$ cat src/irq_ctrl_pkg.sv
// constants, register map and helpers for the four-level interrupt controller
package irq_ctrl_pkg;
    // ==========================================================
    // sizes
    localparam int SRC_N = 14;
    localparam int FLAG_W = 28;
    localparam int APB_AW = 8;
    // ==========================================================
    // register byte offsets
    localparam logic [7:0] OFS_FLAGS = 8'h00;
    localparam logic [7:0] OFS_ENABLE = 8'h04;
    localparam logic [7:0] OFS_PRIO_HIGH = 8'h08;
    localparam logic [7:0] OFS_PRIO_LOW = 8'h0C;
    localparam logic [7:0] OFS_CTRL = 8'h10;
    localparam logic [7:0] OFS_CORE = 8'h14;
    localparam logic [7:0] OFS_EVT = 8'h18;
    localparam logic [7:0] OFS_EVT_MASK = 8'h1C;
    // ==========================================================
    // field positions
    localparam int GLOBAL_EN_BIT = 15;
    localparam int CTRL_TRANS_A = 0;
    localparam int CTRL_TRANS_B = 1;
    localparam int CTRL_TRANS_C = 2;
    localparam int CTRL_TX_ROUTE = 3;
    localparam int CTRL_W = 4;
    localparam int EVT_W = 3;
    localparam int EVT_VECTORED = 0;
    localparam int EVT_NESTED = 1;
    localparam int EVT_RETURN = 2;
    // flag bit positions
    localparam int F_EXT_A = 0;
    localparam int F_TMR_A = 1;
    localparam int F_EXT_B = 2;
    localparam int F_TMR_B = 3;
    localparam int F_RX = 4;
    localparam int F_TX = 5;
    localparam int F_TMR_C_OVF = 6;
    localparam int F_TMR_C_EXT = 7;
    localparam int F_EXT_C = 8;
    localparam int F_SPI = 9;
    localparam int F_CONV = 10;
    localparam int F_CNT_OVF = 11;
    localparam int F_CNT_MOD_LO = 12;
    localparam int F_CNT_MOD_HI = 17;
    localparam int F_SYS_LO = 18;
    localparam int F_SYS_HI = 24;
    localparam int F_KEYPAD = 25;
    localparam int F_TWI = 26;
    localparam int F_CMP = 27;
    localparam logic [27:0] EXT_FLAG_MASK = 28'h000_0105;
    // ==========================================================
    // reset values
    localparam logic [27:0] FLAGS_RST = 28'h000_0000;
    localparam logic [13:0] SRC_RST = 14'h0000;
    localparam logic [15:0] VEC_RST = 16'h0000;
    // ==========================================================
    // vectors
    localparam logic [15:0] VEC_BASE = 16'h0003;
    localparam int VEC_STEP_SHIFT = 3;

    function automatic logic [15:0] vec_addr(input logic [3:0] idx);
        vec_addr = VEC_BASE + {9'h000, idx, 3'h0};
    endfunction : vec_addr

    // highest level currently in service
    function automatic logic [1:0] top_level(input logic [3:0] isr);
        top_level = isr[3] ? 2'd3 : isr[2] ? 2'd2 : isr[1] ? 2'd1 : 2'd0;
    endfunction : top_level
endpackage : irq_ctrl_pkg

$ cat src/ext_pin_cond.sv
// external request pin conditioner: falling-edge pulse and active level
`timescale 1ns/10ps
module ext_pin_cond
    import irq_ctrl_pkg::*;
(
    // clock and reset
    input wire logic i_clk,
    input wire logic i_nrst,
    // pin and mode
    input wire logic i_pin_n,
    input wire logic i_trans_mode,
    // conditioned request
    output logic o_edge,
    output logic o_level
);
    typedef struct packed {
        logic prev_n;
    } cond_t;

    cond_t st_reg;
    cond_t st_next;

    always_comb begin
        st_next.prev_n = i_pin_n;
    end

    always_ff @(posedge i_clk or negedge i_nrst) begin
        if (!i_nrst) begin
            st_reg <= '{prev_n: 1'b1};
        end else begin
            st_reg <= st_next;
        end
    end

    assign o_edge = i_trans_mode & st_reg.prev_n & ~i_pin_n;
    assign o_level = ~i_pin_n;
endmodule : ext_pin_cond

$ cat src/prio_arbiter.sv
// four-level arbiter with fixed polling order inside a level
`timescale 1ns/10ps
module prio_arbiter
    import irq_ctrl_pkg::*;
(
    // requests and their levels
    input wire logic [SRC_N-1:0] i_req,
    input wire logic [SRC_N-1:0] i_prio_high,
    input wire logic [SRC_N-1:0] i_prio_low,
    // levels in service
    input wire logic [3:0] i_in_service,
    // winner
    output logic o_valid,
    output logic [3:0] o_idx,
    output logic [1:0] o_level
);
    always_comb begin
        o_valid = 1'b0;
        o_idx = 4'h0;
        o_level = 2'd0;
        // level 3 is scanned first; inside a level source 0 wins
        for (int lv = 3; lv >= 0; lv--) begin
            for (int s = 0; s < SRC_N; s++) begin
                if (!o_valid && i_req[s] && {i_prio_high[s], i_prio_low[s]} == 2'(lv)) begin // [RL2] [RL5] [RL12]
                    o_valid = 1'b1;
                    o_idx = 4'(s);
                    o_level = 2'(lv);
                end
            end
        end
        // only a strictly higher level pre-empts the routine in service
        if (|i_in_service && o_level <= top_level(i_in_service)) begin // [RL12]
            o_valid = 1'b0;
        end
    end
endmodule : prio_arbiter

$ cat src/irq_ctrl_top.sv
// fourteen-source four-level interrupt controller with apb registers
// Operation
// [RL1] fourteen sources, each at one of four levels
// [RL2] level from priority-high bit and priority-low bit
// [RL3] request needs own enable and global enable
// [RL4] software writes set or clear every flag; in level mode the external flags take the pin and ignore the write
// [RL5] same level resolved by polling, source 0 first
// [RL6] vector address is 0003H plus eight times source
// [RL7] system source ORs watchdog, brownout, rtc, clock, bus
// [RL8] edge flags auto-clear on vectoring; level flags follow pin
// [RL9] serial and timer c flags cleared only by software
// [RL10] counter request ORs overflow and six module flags
// [RL11] transmit flag joins system source when routed
// [RL12] 11 highest; pre-empt only by higher; return reopens
`timescale 1ns/10ps
module irq_ctrl_top
    import irq_ctrl_pkg::*;
(
    // clock and reset
    input wire logic I_CORE_CLK,
    input wire logic I_NRST,
    // apb slave
    input wire logic I_PSEL,
    input wire logic I_PENABLE,
    input wire logic I_PWRITE,
    input wire logic [APB_AW-1:0] I_PADDR,
    input wire logic [31:0] I_PWDATA,
    output logic [31:0] O_PRDATA,
    output logic O_PREADY,
    output logic O_PSLVERR,
    // peripheral flag set pulses, bit layout as the flag register
    input wire logic [FLAG_W-1:0] I_FLAG_SET,
    // external request pins, active low
    input wire logic I_EXT_IRQ_PIN_A_N,
    input wire logic I_EXT_IRQ_PIN_B_N,
    input wire logic I_EXT_IRQ_PIN_C_N,
    // processor core
    input wire logic I_INT_ACK,
    input wire logic I_INT_RETURN,
    output logic O_INT_REQ,
    output logic [15:0] O_INT_VECTOR,
    output logic [1:0] O_INT_LEVEL,
    // event interrupt
    output logic O_IRQ
);
    // ==========================================================
    // state
    typedef struct packed {
        logic [FLAG_W-1:0] flags_reg;
        logic [SRC_N-1:0] irq_enable_reg;
        logic global_irq_enable;
        logic [SRC_N-1:0] prio_high_reg;
        logic [SRC_N-1:0] prio_low_reg;
        logic [CTRL_W-1:0] ctrl_reg;
        logic [3:0] in_service_reg;
        logic [EVT_W-1:0] evt_reg;
        logic [EVT_W-1:0] evt_mask_reg;
        logic req_reg;
        logic [15:0] vec_reg;
        logic [3:0] src_reg;
        logic [1:0] lvl_reg;
        logic [31:0] prdata_reg;
        logic pready_reg;
        logic pslverr_reg;
        logic irq_reg;
    } state_t;

    state_t st_reg;
    state_t st_next;

    localparam state_t ST_RST = '{
        flags_reg: FLAGS_RST,
        irq_enable_reg: SRC_RST,
        global_irq_enable: 1'b0,
        prio_high_reg: SRC_RST,
        prio_low_reg: SRC_RST,
        ctrl_reg: '0,
        in_service_reg: 4'h0,
        evt_reg: '0,
        evt_mask_reg: '0,
        req_reg: 1'b0,
        vec_reg: VEC_RST,
        src_reg: 4'h0,
        lvl_reg: 2'd0,
        prdata_reg: 32'h0000_0000,
        pready_reg: 1'b0,
        pslverr_reg: 1'b0,
        irq_reg: 1'b0
    };

    // ==========================================================
    // external pins
    logic edge_a;
    logic edge_b;
    logic edge_c;
    logic lvl_a;
    logic lvl_b;
    logic lvl_c;

    ext_pin_cond u_ext_a (
        .i_clk(I_CORE_CLK),
        .i_nrst(I_NRST),
        .i_pin_n(I_EXT_IRQ_PIN_A_N),
        .i_trans_mode(st_reg.ctrl_reg[CTRL_TRANS_A]),
        .o_edge(edge_a),
        .o_level(lvl_a)
    );

    ext_pin_cond u_ext_b (
        .i_clk(I_CORE_CLK),
        .i_nrst(I_NRST),
        .i_pin_n(I_EXT_IRQ_PIN_B_N),
        .i_trans_mode(st_reg.ctrl_reg[CTRL_TRANS_B]),
        .o_edge(edge_b),
        .o_level(lvl_b)
    );

    ext_pin_cond u_ext_c (
        .i_clk(I_CORE_CLK),
        .i_nrst(I_NRST),
        .i_pin_n(I_EXT_IRQ_PIN_C_N),
        .i_trans_mode(st_reg.ctrl_reg[CTRL_TRANS_C]),
        .o_edge(edge_c),
        .o_level(lvl_c)
    );

    // ==========================================================
    // source requests
    logic [SRC_N-1:0] src_raw;
    logic [SRC_N-1:0] src_gated;
    logic [FLAG_W-1:0] f;

    always_comb begin
        f = st_reg.flags_reg;
        src_raw[0] = f[F_EXT_A];
        src_raw[1] = f[F_TMR_A];
        src_raw[2] = f[F_EXT_B];
        src_raw[3] = f[F_TMR_B];
        src_raw[4] = f[F_RX] | f[F_TX];
        src_raw[5] = f[F_TMR_C_OVF] | f[F_TMR_C_EXT];
        src_raw[6] = f[F_EXT_C];
        src_raw[7] = f[F_SPI];
        src_raw[8] = f[F_CONV];
        src_raw[9] = f[F_CNT_OVF] | (|f[F_CNT_MOD_HI:F_CNT_MOD_LO]); // [RL10]
        src_raw[10] = (|f[F_SYS_HI:F_SYS_LO]) // [RL7]
            | (st_reg.ctrl_reg[CTRL_TX_ROUTE] & f[F_TX]); // [RL11]
        src_raw[11] = f[F_KEYPAD];
        src_raw[12] = f[F_TWI];
        src_raw[13] = f[F_CMP];
        src_gated = src_raw & st_reg.irq_enable_reg & {SRC_N{st_reg.global_irq_enable}}; // [RL1] [RL3]
    end

    // ==========================================================
    // arbitration
    logic win_valid;
    logic [3:0] win_idx;
    logic [1:0] win_lvl;

    prio_arbiter u_arb (
        .i_req(src_gated),
        .i_prio_high(st_reg.prio_high_reg),
        .i_prio_low(st_reg.prio_low_reg),
        .i_in_service(st_reg.in_service_reg),
        .o_valid(win_valid),
        .o_idx(win_idx),
        .o_level(win_lvl)
    );

    // ==========================================================
    // next state
    logic acc_setup;
    logic acc_done;
    logic wr_done;
    logic rd_done;
    logic mapped;
    logic ack_ok;
    logic [FLAG_W-1:0] hw_set;
    logic [FLAG_W-1:0] hw_clr;
    logic [EVT_W-1:0] evt_in;
    logic [31:0] rd_val;

    always_comb begin
        st_next = st_reg;
        // apb: data is prepared in the wait cycle, the write lands on the
        // edge where the master sees pready, so every transfer has one wait
        acc_setup = I_PSEL & I_PENABLE & ~st_reg.pready_reg;
        acc_done = I_PSEL & I_PENABLE & st_reg.pready_reg;
        wr_done = acc_done & I_PWRITE & ~st_reg.pslverr_reg;
        rd_done = acc_done & ~I_PWRITE & ~st_reg.pslverr_reg;
        mapped = 1'b1;
        rd_val = 32'h0000_0000;
        unique case (I_PADDR)
            OFS_FLAGS: rd_val[FLAG_W-1:0] = st_reg.flags_reg;
            OFS_ENABLE: begin
                rd_val[SRC_N-1:0] = st_reg.irq_enable_reg;
                rd_val[GLOBAL_EN_BIT] = st_reg.global_irq_enable;
            end
            OFS_PRIO_HIGH: rd_val[SRC_N-1:0] = st_reg.prio_high_reg;
            OFS_PRIO_LOW: rd_val[SRC_N-1:0] = st_reg.prio_low_reg;
            OFS_CTRL: rd_val[CTRL_W-1:0] = st_reg.ctrl_reg;
            OFS_CORE: rd_val[7:0] = {st_reg.src_reg, st_reg.in_service_reg};
            OFS_EVT: rd_val[EVT_W-1:0] = st_reg.evt_reg;
            OFS_EVT_MASK: rd_val[EVT_W-1:0] = st_reg.evt_mask_reg;
            default: mapped = 1'b0;
        endcase
        st_next.pready_reg = acc_setup;
        if (acc_setup) begin
            st_next.prdata_reg = rd_val;
            st_next.pslverr_reg = ~mapped;
        end
        if (wr_done) begin
            unique case (I_PADDR)
                OFS_ENABLE: begin
                    st_next.irq_enable_reg = I_PWDATA[SRC_N-1:0];
                    st_next.global_irq_enable = I_PWDATA[GLOBAL_EN_BIT];
                end
                OFS_PRIO_HIGH: st_next.prio_high_reg = I_PWDATA[SRC_N-1:0]; // [RL2]
                OFS_PRIO_LOW: st_next.prio_low_reg = I_PWDATA[SRC_N-1:0]; // [RL2]
                OFS_CTRL: st_next.ctrl_reg = I_PWDATA[CTRL_W-1:0];
                OFS_EVT_MASK: st_next.evt_mask_reg = I_PWDATA[EVT_W-1:0];
                default: ;
            endcase
        end

        // core handshake: an ack only counts while a vector is presented
        ack_ok = I_INT_ACK & st_reg.req_reg;
        hw_clr = '0;
        if (ack_ok) begin
            unique case (st_reg.src_reg)
                4'd0: hw_clr[F_EXT_A] = st_reg.ctrl_reg[CTRL_TRANS_A]; // [RL8]
                4'd1: hw_clr[F_TMR_A] = 1'b1;
                4'd2: hw_clr[F_EXT_B] = st_reg.ctrl_reg[CTRL_TRANS_B]; // [RL8]
                4'd3: hw_clr[F_TMR_B] = 1'b1;
                4'd6: hw_clr[F_EXT_C] = st_reg.ctrl_reg[CTRL_TRANS_C]; // [RL8]
                default: ; // [RL9] [RL10]
            endcase
        end

        // flags: software write, then vector clear, then hardware set wins
        hw_set = (I_FLAG_SET & ~EXT_FLAG_MASK);
        hw_set[F_EXT_A] = edge_a;
        hw_set[F_EXT_B] = edge_b;
        hw_set[F_EXT_C] = edge_c;
        if (wr_done && I_PADDR == OFS_FLAGS) begin
            st_next.flags_reg = I_PWDATA[FLAG_W-1:0]; // [RL4]
        end
        st_next.flags_reg = (st_next.flags_reg & ~hw_clr) | hw_set;
        // level mode: the flag tracks the pin
        if (!st_reg.ctrl_reg[CTRL_TRANS_A]) begin
            st_next.flags_reg[F_EXT_A] = lvl_a; // [RL8]
        end
        if (!st_reg.ctrl_reg[CTRL_TRANS_B]) begin
            st_next.flags_reg[F_EXT_B] = lvl_b; // [RL8]
        end
        if (!st_reg.ctrl_reg[CTRL_TRANS_C]) begin
            st_next.flags_reg[F_EXT_C] = lvl_c; // [RL8]
        end

        // in-service levels
        if (I_INT_RETURN && |st_reg.in_service_reg) begin
            st_next.in_service_reg[top_level(st_reg.in_service_reg)] = 1'b0; // [RL12]
        end
        if (ack_ok) begin
            st_next.in_service_reg[st_reg.lvl_reg] = 1'b1; // [RL12]
        end

        // presented vector is withdrawn for one cycle after an ack so the
        // same source is not taken twice before in-service updates
        st_next.req_reg = win_valid & ~ack_ok & ~I_INT_RETURN;
        if (win_valid) begin
            st_next.vec_reg = vec_addr(win_idx); // [RL6]
            st_next.src_reg = win_idx;
            st_next.lvl_reg = win_lvl;
        end

        // sticky events, read clears, set wins over the clear
        evt_in = '0;
        evt_in[EVT_VECTORED] = ack_ok;
        evt_in[EVT_NESTED] = ack_ok & (|st_reg.in_service_reg);
        evt_in[EVT_RETURN] = I_INT_RETURN & (|st_reg.in_service_reg);
        if (rd_done && I_PADDR == OFS_EVT) begin
            st_next.evt_reg = evt_in;
        end else begin
            st_next.evt_reg = st_reg.evt_reg | evt_in;
        end
        st_next.irq_reg = |(st_next.evt_reg & st_next.evt_mask_reg);
    end

    always_ff @(posedge I_CORE_CLK or negedge I_NRST) begin
        if (!I_NRST) begin
            st_reg <= ST_RST;
        end else begin
            st_reg <= st_next;
        end
    end

    // ==========================================================
    // outputs
    assign O_PRDATA = st_reg.prdata_reg;
    assign O_PREADY = st_reg.pready_reg;
    assign O_PSLVERR = st_reg.pslverr_reg;
    assign O_INT_REQ = st_reg.req_reg;
    assign O_INT_VECTOR = st_reg.vec_reg;
    assign O_INT_LEVEL = st_reg.lvl_reg;
    assign O_IRQ = st_reg.irq_reg;
endmodule : irq_ctrl_top

$ cat config.mk
export PLATFORM = sky130hd
export DESIGN_NAME = irq_ctrl_top
export DESIGN_NICKNAME = d
export VERILOG_FILES = /design/src/irq_ctrl_pkg.sv /design/src/ext_pin_cond.sv /design/src/prio_arbiter.sv /design/src/irq_ctrl_top.sv
export SDC_FILE = /design/constraint.sdc
export NUM_CORES = 1
export LEC_CHECK = 0
export ABC_AREA = 1
export BUFFER_PORTS_ARGS = -buffer_cell sky130_fd_sc_hd__clkbuf_2
export CAP_MARGIN = 15
export CORE_ASPECT_RATIO = 0.5
export CORE_MARGIN = 3
export CORE_UTILIZATION = 53
export DETAILED_ROUTE_END_ITERATION = 7
export GPL_TIMING_DRIVEN = 0
export HOLD_SLACK_MARGIN = 0.02
export MAX_ROUTING_LAYER = met4
export PLACE_DENSITY = 0.87
export SYNTH_ARGS = -nofsm -noshare
export SYNTH_HDL_FRONTEND = slang
export SYNTH_HIERARCHICAL = 1
export SYNTH_SLANG_ARGS = --single-unit
$ cat constraint.sdc
create_clock -name I_CORE_CLK -period 6.3 [get_ports I_CORE_CLK]
set_input_delay 1.26 -clock I_CORE_CLK [delete_from_list [all_inputs] [get_ports I_CORE_CLK]]
set_output_delay 1.26 -clock I_CORE_CLK [all_outputs]
set_load 0.05 [all_outputs]
==> run summary <==
CP most frequent cell - nand4_2
I/O pin count - 132
Placed Cells - 1,352
Post-Syn Area - 0.00761 sq mm
Final Core Density - 66.4%
Wirelength, routed - 24,100 um
Global-route congestion overflow total - 0
Post-Syn Area per Cell - 7.35 sq um
Syn Inst Count - 1,036
# nets final - 1,260
Worst Path Required - 6.63 ns
Dpl hpwl - 18,200 um
MaxCap Viol Count - 0
CTS tree - yes
Drt pass-1 iters - 7
Number of clock buffers inserted by TritonCTS - 17
Antenna cells - 0
Critical Path Fanout Max - 10
Post-layout min period - 5.85 ns
Fmax - 0.171 GHz
Worst min path class - reg -> reg
Area share of the largest cell type after synthesis - 40.7%
Drc violations - 0
Final setup fails - 0
Max reg flops - 60
Wire per inst - 17.4 um
Synth unique cells - 43
Sequential share of the synthesized area - 41.8%
Pins Over Slew Limit - 0
Initial antenna violation count - 0
Global-route wire length before repair - 38,000 um
Pwr per Cell Area - 227 mW/mm^2
Clock root buffer - clkbuf_16
Slew headroom - 58.3%
Top cells by area, synth - dfrtp_1 (41%), nand2_1 (12%), inv_1 (7.0%)
Most frequent cells in the layout - nand2_1 (242), inv_1 (141), dfrtp_1 (124)
CTS sink count - 127
Die ar. - 0.0159 sq mm
CP bufs+invs - 2
Starting Density - 55.1%
Row Count - 30
Port Buffers - 110
Arr. time, crit path - 6.18 ns
H-tree depth - 4
Area leader, netlist - dfrtp_1
Number of global-route vias before repair - 7,405
Pleak - 0.00464 uW
Commonest non-fill, non-tap cell in the layout - nand2_1
DR vias/cell - 5.62
Kind of critical path - reg -> reg
Worst-skew pair later-pin latency - 0.42 ns
Hold WS - 0.482 ns
Die Ht - 90.8 um
Post-route cell area - 0.00917 sq mm
# hold bufs at CTS - 0
RD Place Congestion - 0.988
Synth warn - 6
Post-DP Area - 0.00849 sq mm
Worst-Margin Slew - 0.621 ns
Worst vdd ir - 0.000201 V
Final worst path period share - 92.8%
Clk_skew - 0.0114 ns
Routed Antenna Nets - 0
Final hold vios - 0
Finished Layout Cells - 1,383
Final-layout fill cell count - 1,167
CP startpoint kind - flop
FF+latch count, synth - 127
Setup TNS - 0 ns
RSZ-0062 raised after global routing - false
Top delay family on crit path - simple AND/OR/NAND/NOR gates
Largest net degree at the start of global routing - 102
Die X - 176 um
Area growth from synthesis to layout - 20.4%
CTS Buffer Depth - 2
Outcome - complete, no violations
Crit-path slowest cell - dfrtp_1
Via count - 7,772
Share of cells above drive strength 1 - 22.6%
Worst path max stage delay - 0.51 ns
Worst-path clk slew - 0.06 ns
DRT iter0 DRCs - 1,029
GRT Overall Usage - 31.2%
CP Capture Type - flop
Core Box Area - 0.0138 sq mm
==> cells in the mapped netlist <==
library cell and count:
o31ai_1 11, nor2_2 16, nand4_4 2, nand3_1 92
nand3_2 3, a22o_1 1, ha_1 2, o21ai_2 1
nand3b_1 1, nor2_1 83, nand3_4 1, conb_1 1
a2111oi_0 2, a311o_1 2, o311ai_0 2, nor3_1 38
nor2_4 8, a21oi_1 33, o21ai_1 22, inv_1 141
nand4_2 9, buf_6 1, o41ai_1 1, buf_4 51
buf_2 14, o21bai_1 2, clkinv_1 2, o2111ai_1 4
nand4_1 5, dfrtp_1 124, nand2_1 242, clkbuf_1 12
nor4b_1 1, a211oi_1 4, dfstp_2 3, or2_2 3
inv_2 3, o21ai_0 71, and3_1 1, o211ai_1 1
nand2_2 8, a32o_1 1, nor4_1 11
==> layout make-up <==
| type | count | area, sq um | area share (%) |
|---|---|---|---|
| multi-input cells | 698 | 3440 | 37.5 |
| flip-flops and latches | 127 | 3180 | 34.7 |
| repair buffers | 112 | 594 | 6.48 |
| inverters | 146 | 552 | 6.02 |
| plain buffers | 78 | 510 | 5.57 |
| clock buffers | 20 | 467 | 5.09 |
| well taps | 192 | 240 | 2.62 |
| clock inverters | 10 | 184 | 2.01 |
==> cells by family after synthesis <==
logic type                 after synthesis  share of synthesized area (%)
AOI/OAI and AO/OA                      158                           11.7
adders and majority gates                2                          0.329
buffers and inverters                  224                           13.9
DFF                                    127                           41.8
other                                    1                         0.0492
and+or+nand+nor                        524                           32.2
==> through the flow <==
stage,power (uW),setup WS [ns]
after floorplan,936,1.89
after global placement,994,0.574
after detailed placement,999,0.474
after CTS,2080,0.431
after global routing,2140,0.0455
final,2090,0.455
==> power breakdown <==
part / switching [uW] / internal [uW] / total (uW)
combinational: 108 / 46.2 / 154
sequential: 5.71 / 827 / 832
clock: 370 / 729 / 1100
total: 483 / 1600 / 2090
==> worst min-delay path, stage by stage, from the launching register on <==
cell     delay [ns]
dfrtp_1        0.34
a21oi_1        0.07
nand2_1        0.04
==> repair_timing <==
item | 4_1_cts | 5_1_grt
setup buffers | 0 | 1
gates resized for setup | 0 | 6
endpoints found under the setup margin | 0 | 7
==> metal layers <==
metal  up-vias  track usage, %  wire length [um]
met4         0            6.65               393
met1      3673            42.6             10100
met2       453            46.3             10600
met5         -               -                 0
met3        56            9.40              2950
li1       3590               -                 -
==> path summary, 6_finish.rpt <==
check | cells after the start | start | endpoint | slack [ns]
max in group asynchronous | 2 | I_NRST | u_ext_c/st_reg$_DFF_PN1_ | 4.81
hold reg to reg | 2 | f[24]$_DFF_PN0_ | f[24]$_DFF_PN0_ | 0.48
setup / recovery | 34 | st_reg[100]$_DFFE_PN0P_ | O_INT_LEVEL[1]$_DFFE_PN0P_ | 0.45
setup reg to reg | 34 | st_reg[100]$_DFFE_PN0P_ | O_INT_LEVEL[1]$_DFFE_PN0P_ | 0.45
min in group asynchronous | 1 | I_NRST | st_reg[59]$_DFF_PN0_ | 0.71
hold / removal | 2 | f[24]$_DFF_PN0_ | f[24]$_DFF_PN0_ | 0.48
(Power assumes the default switching activity.)
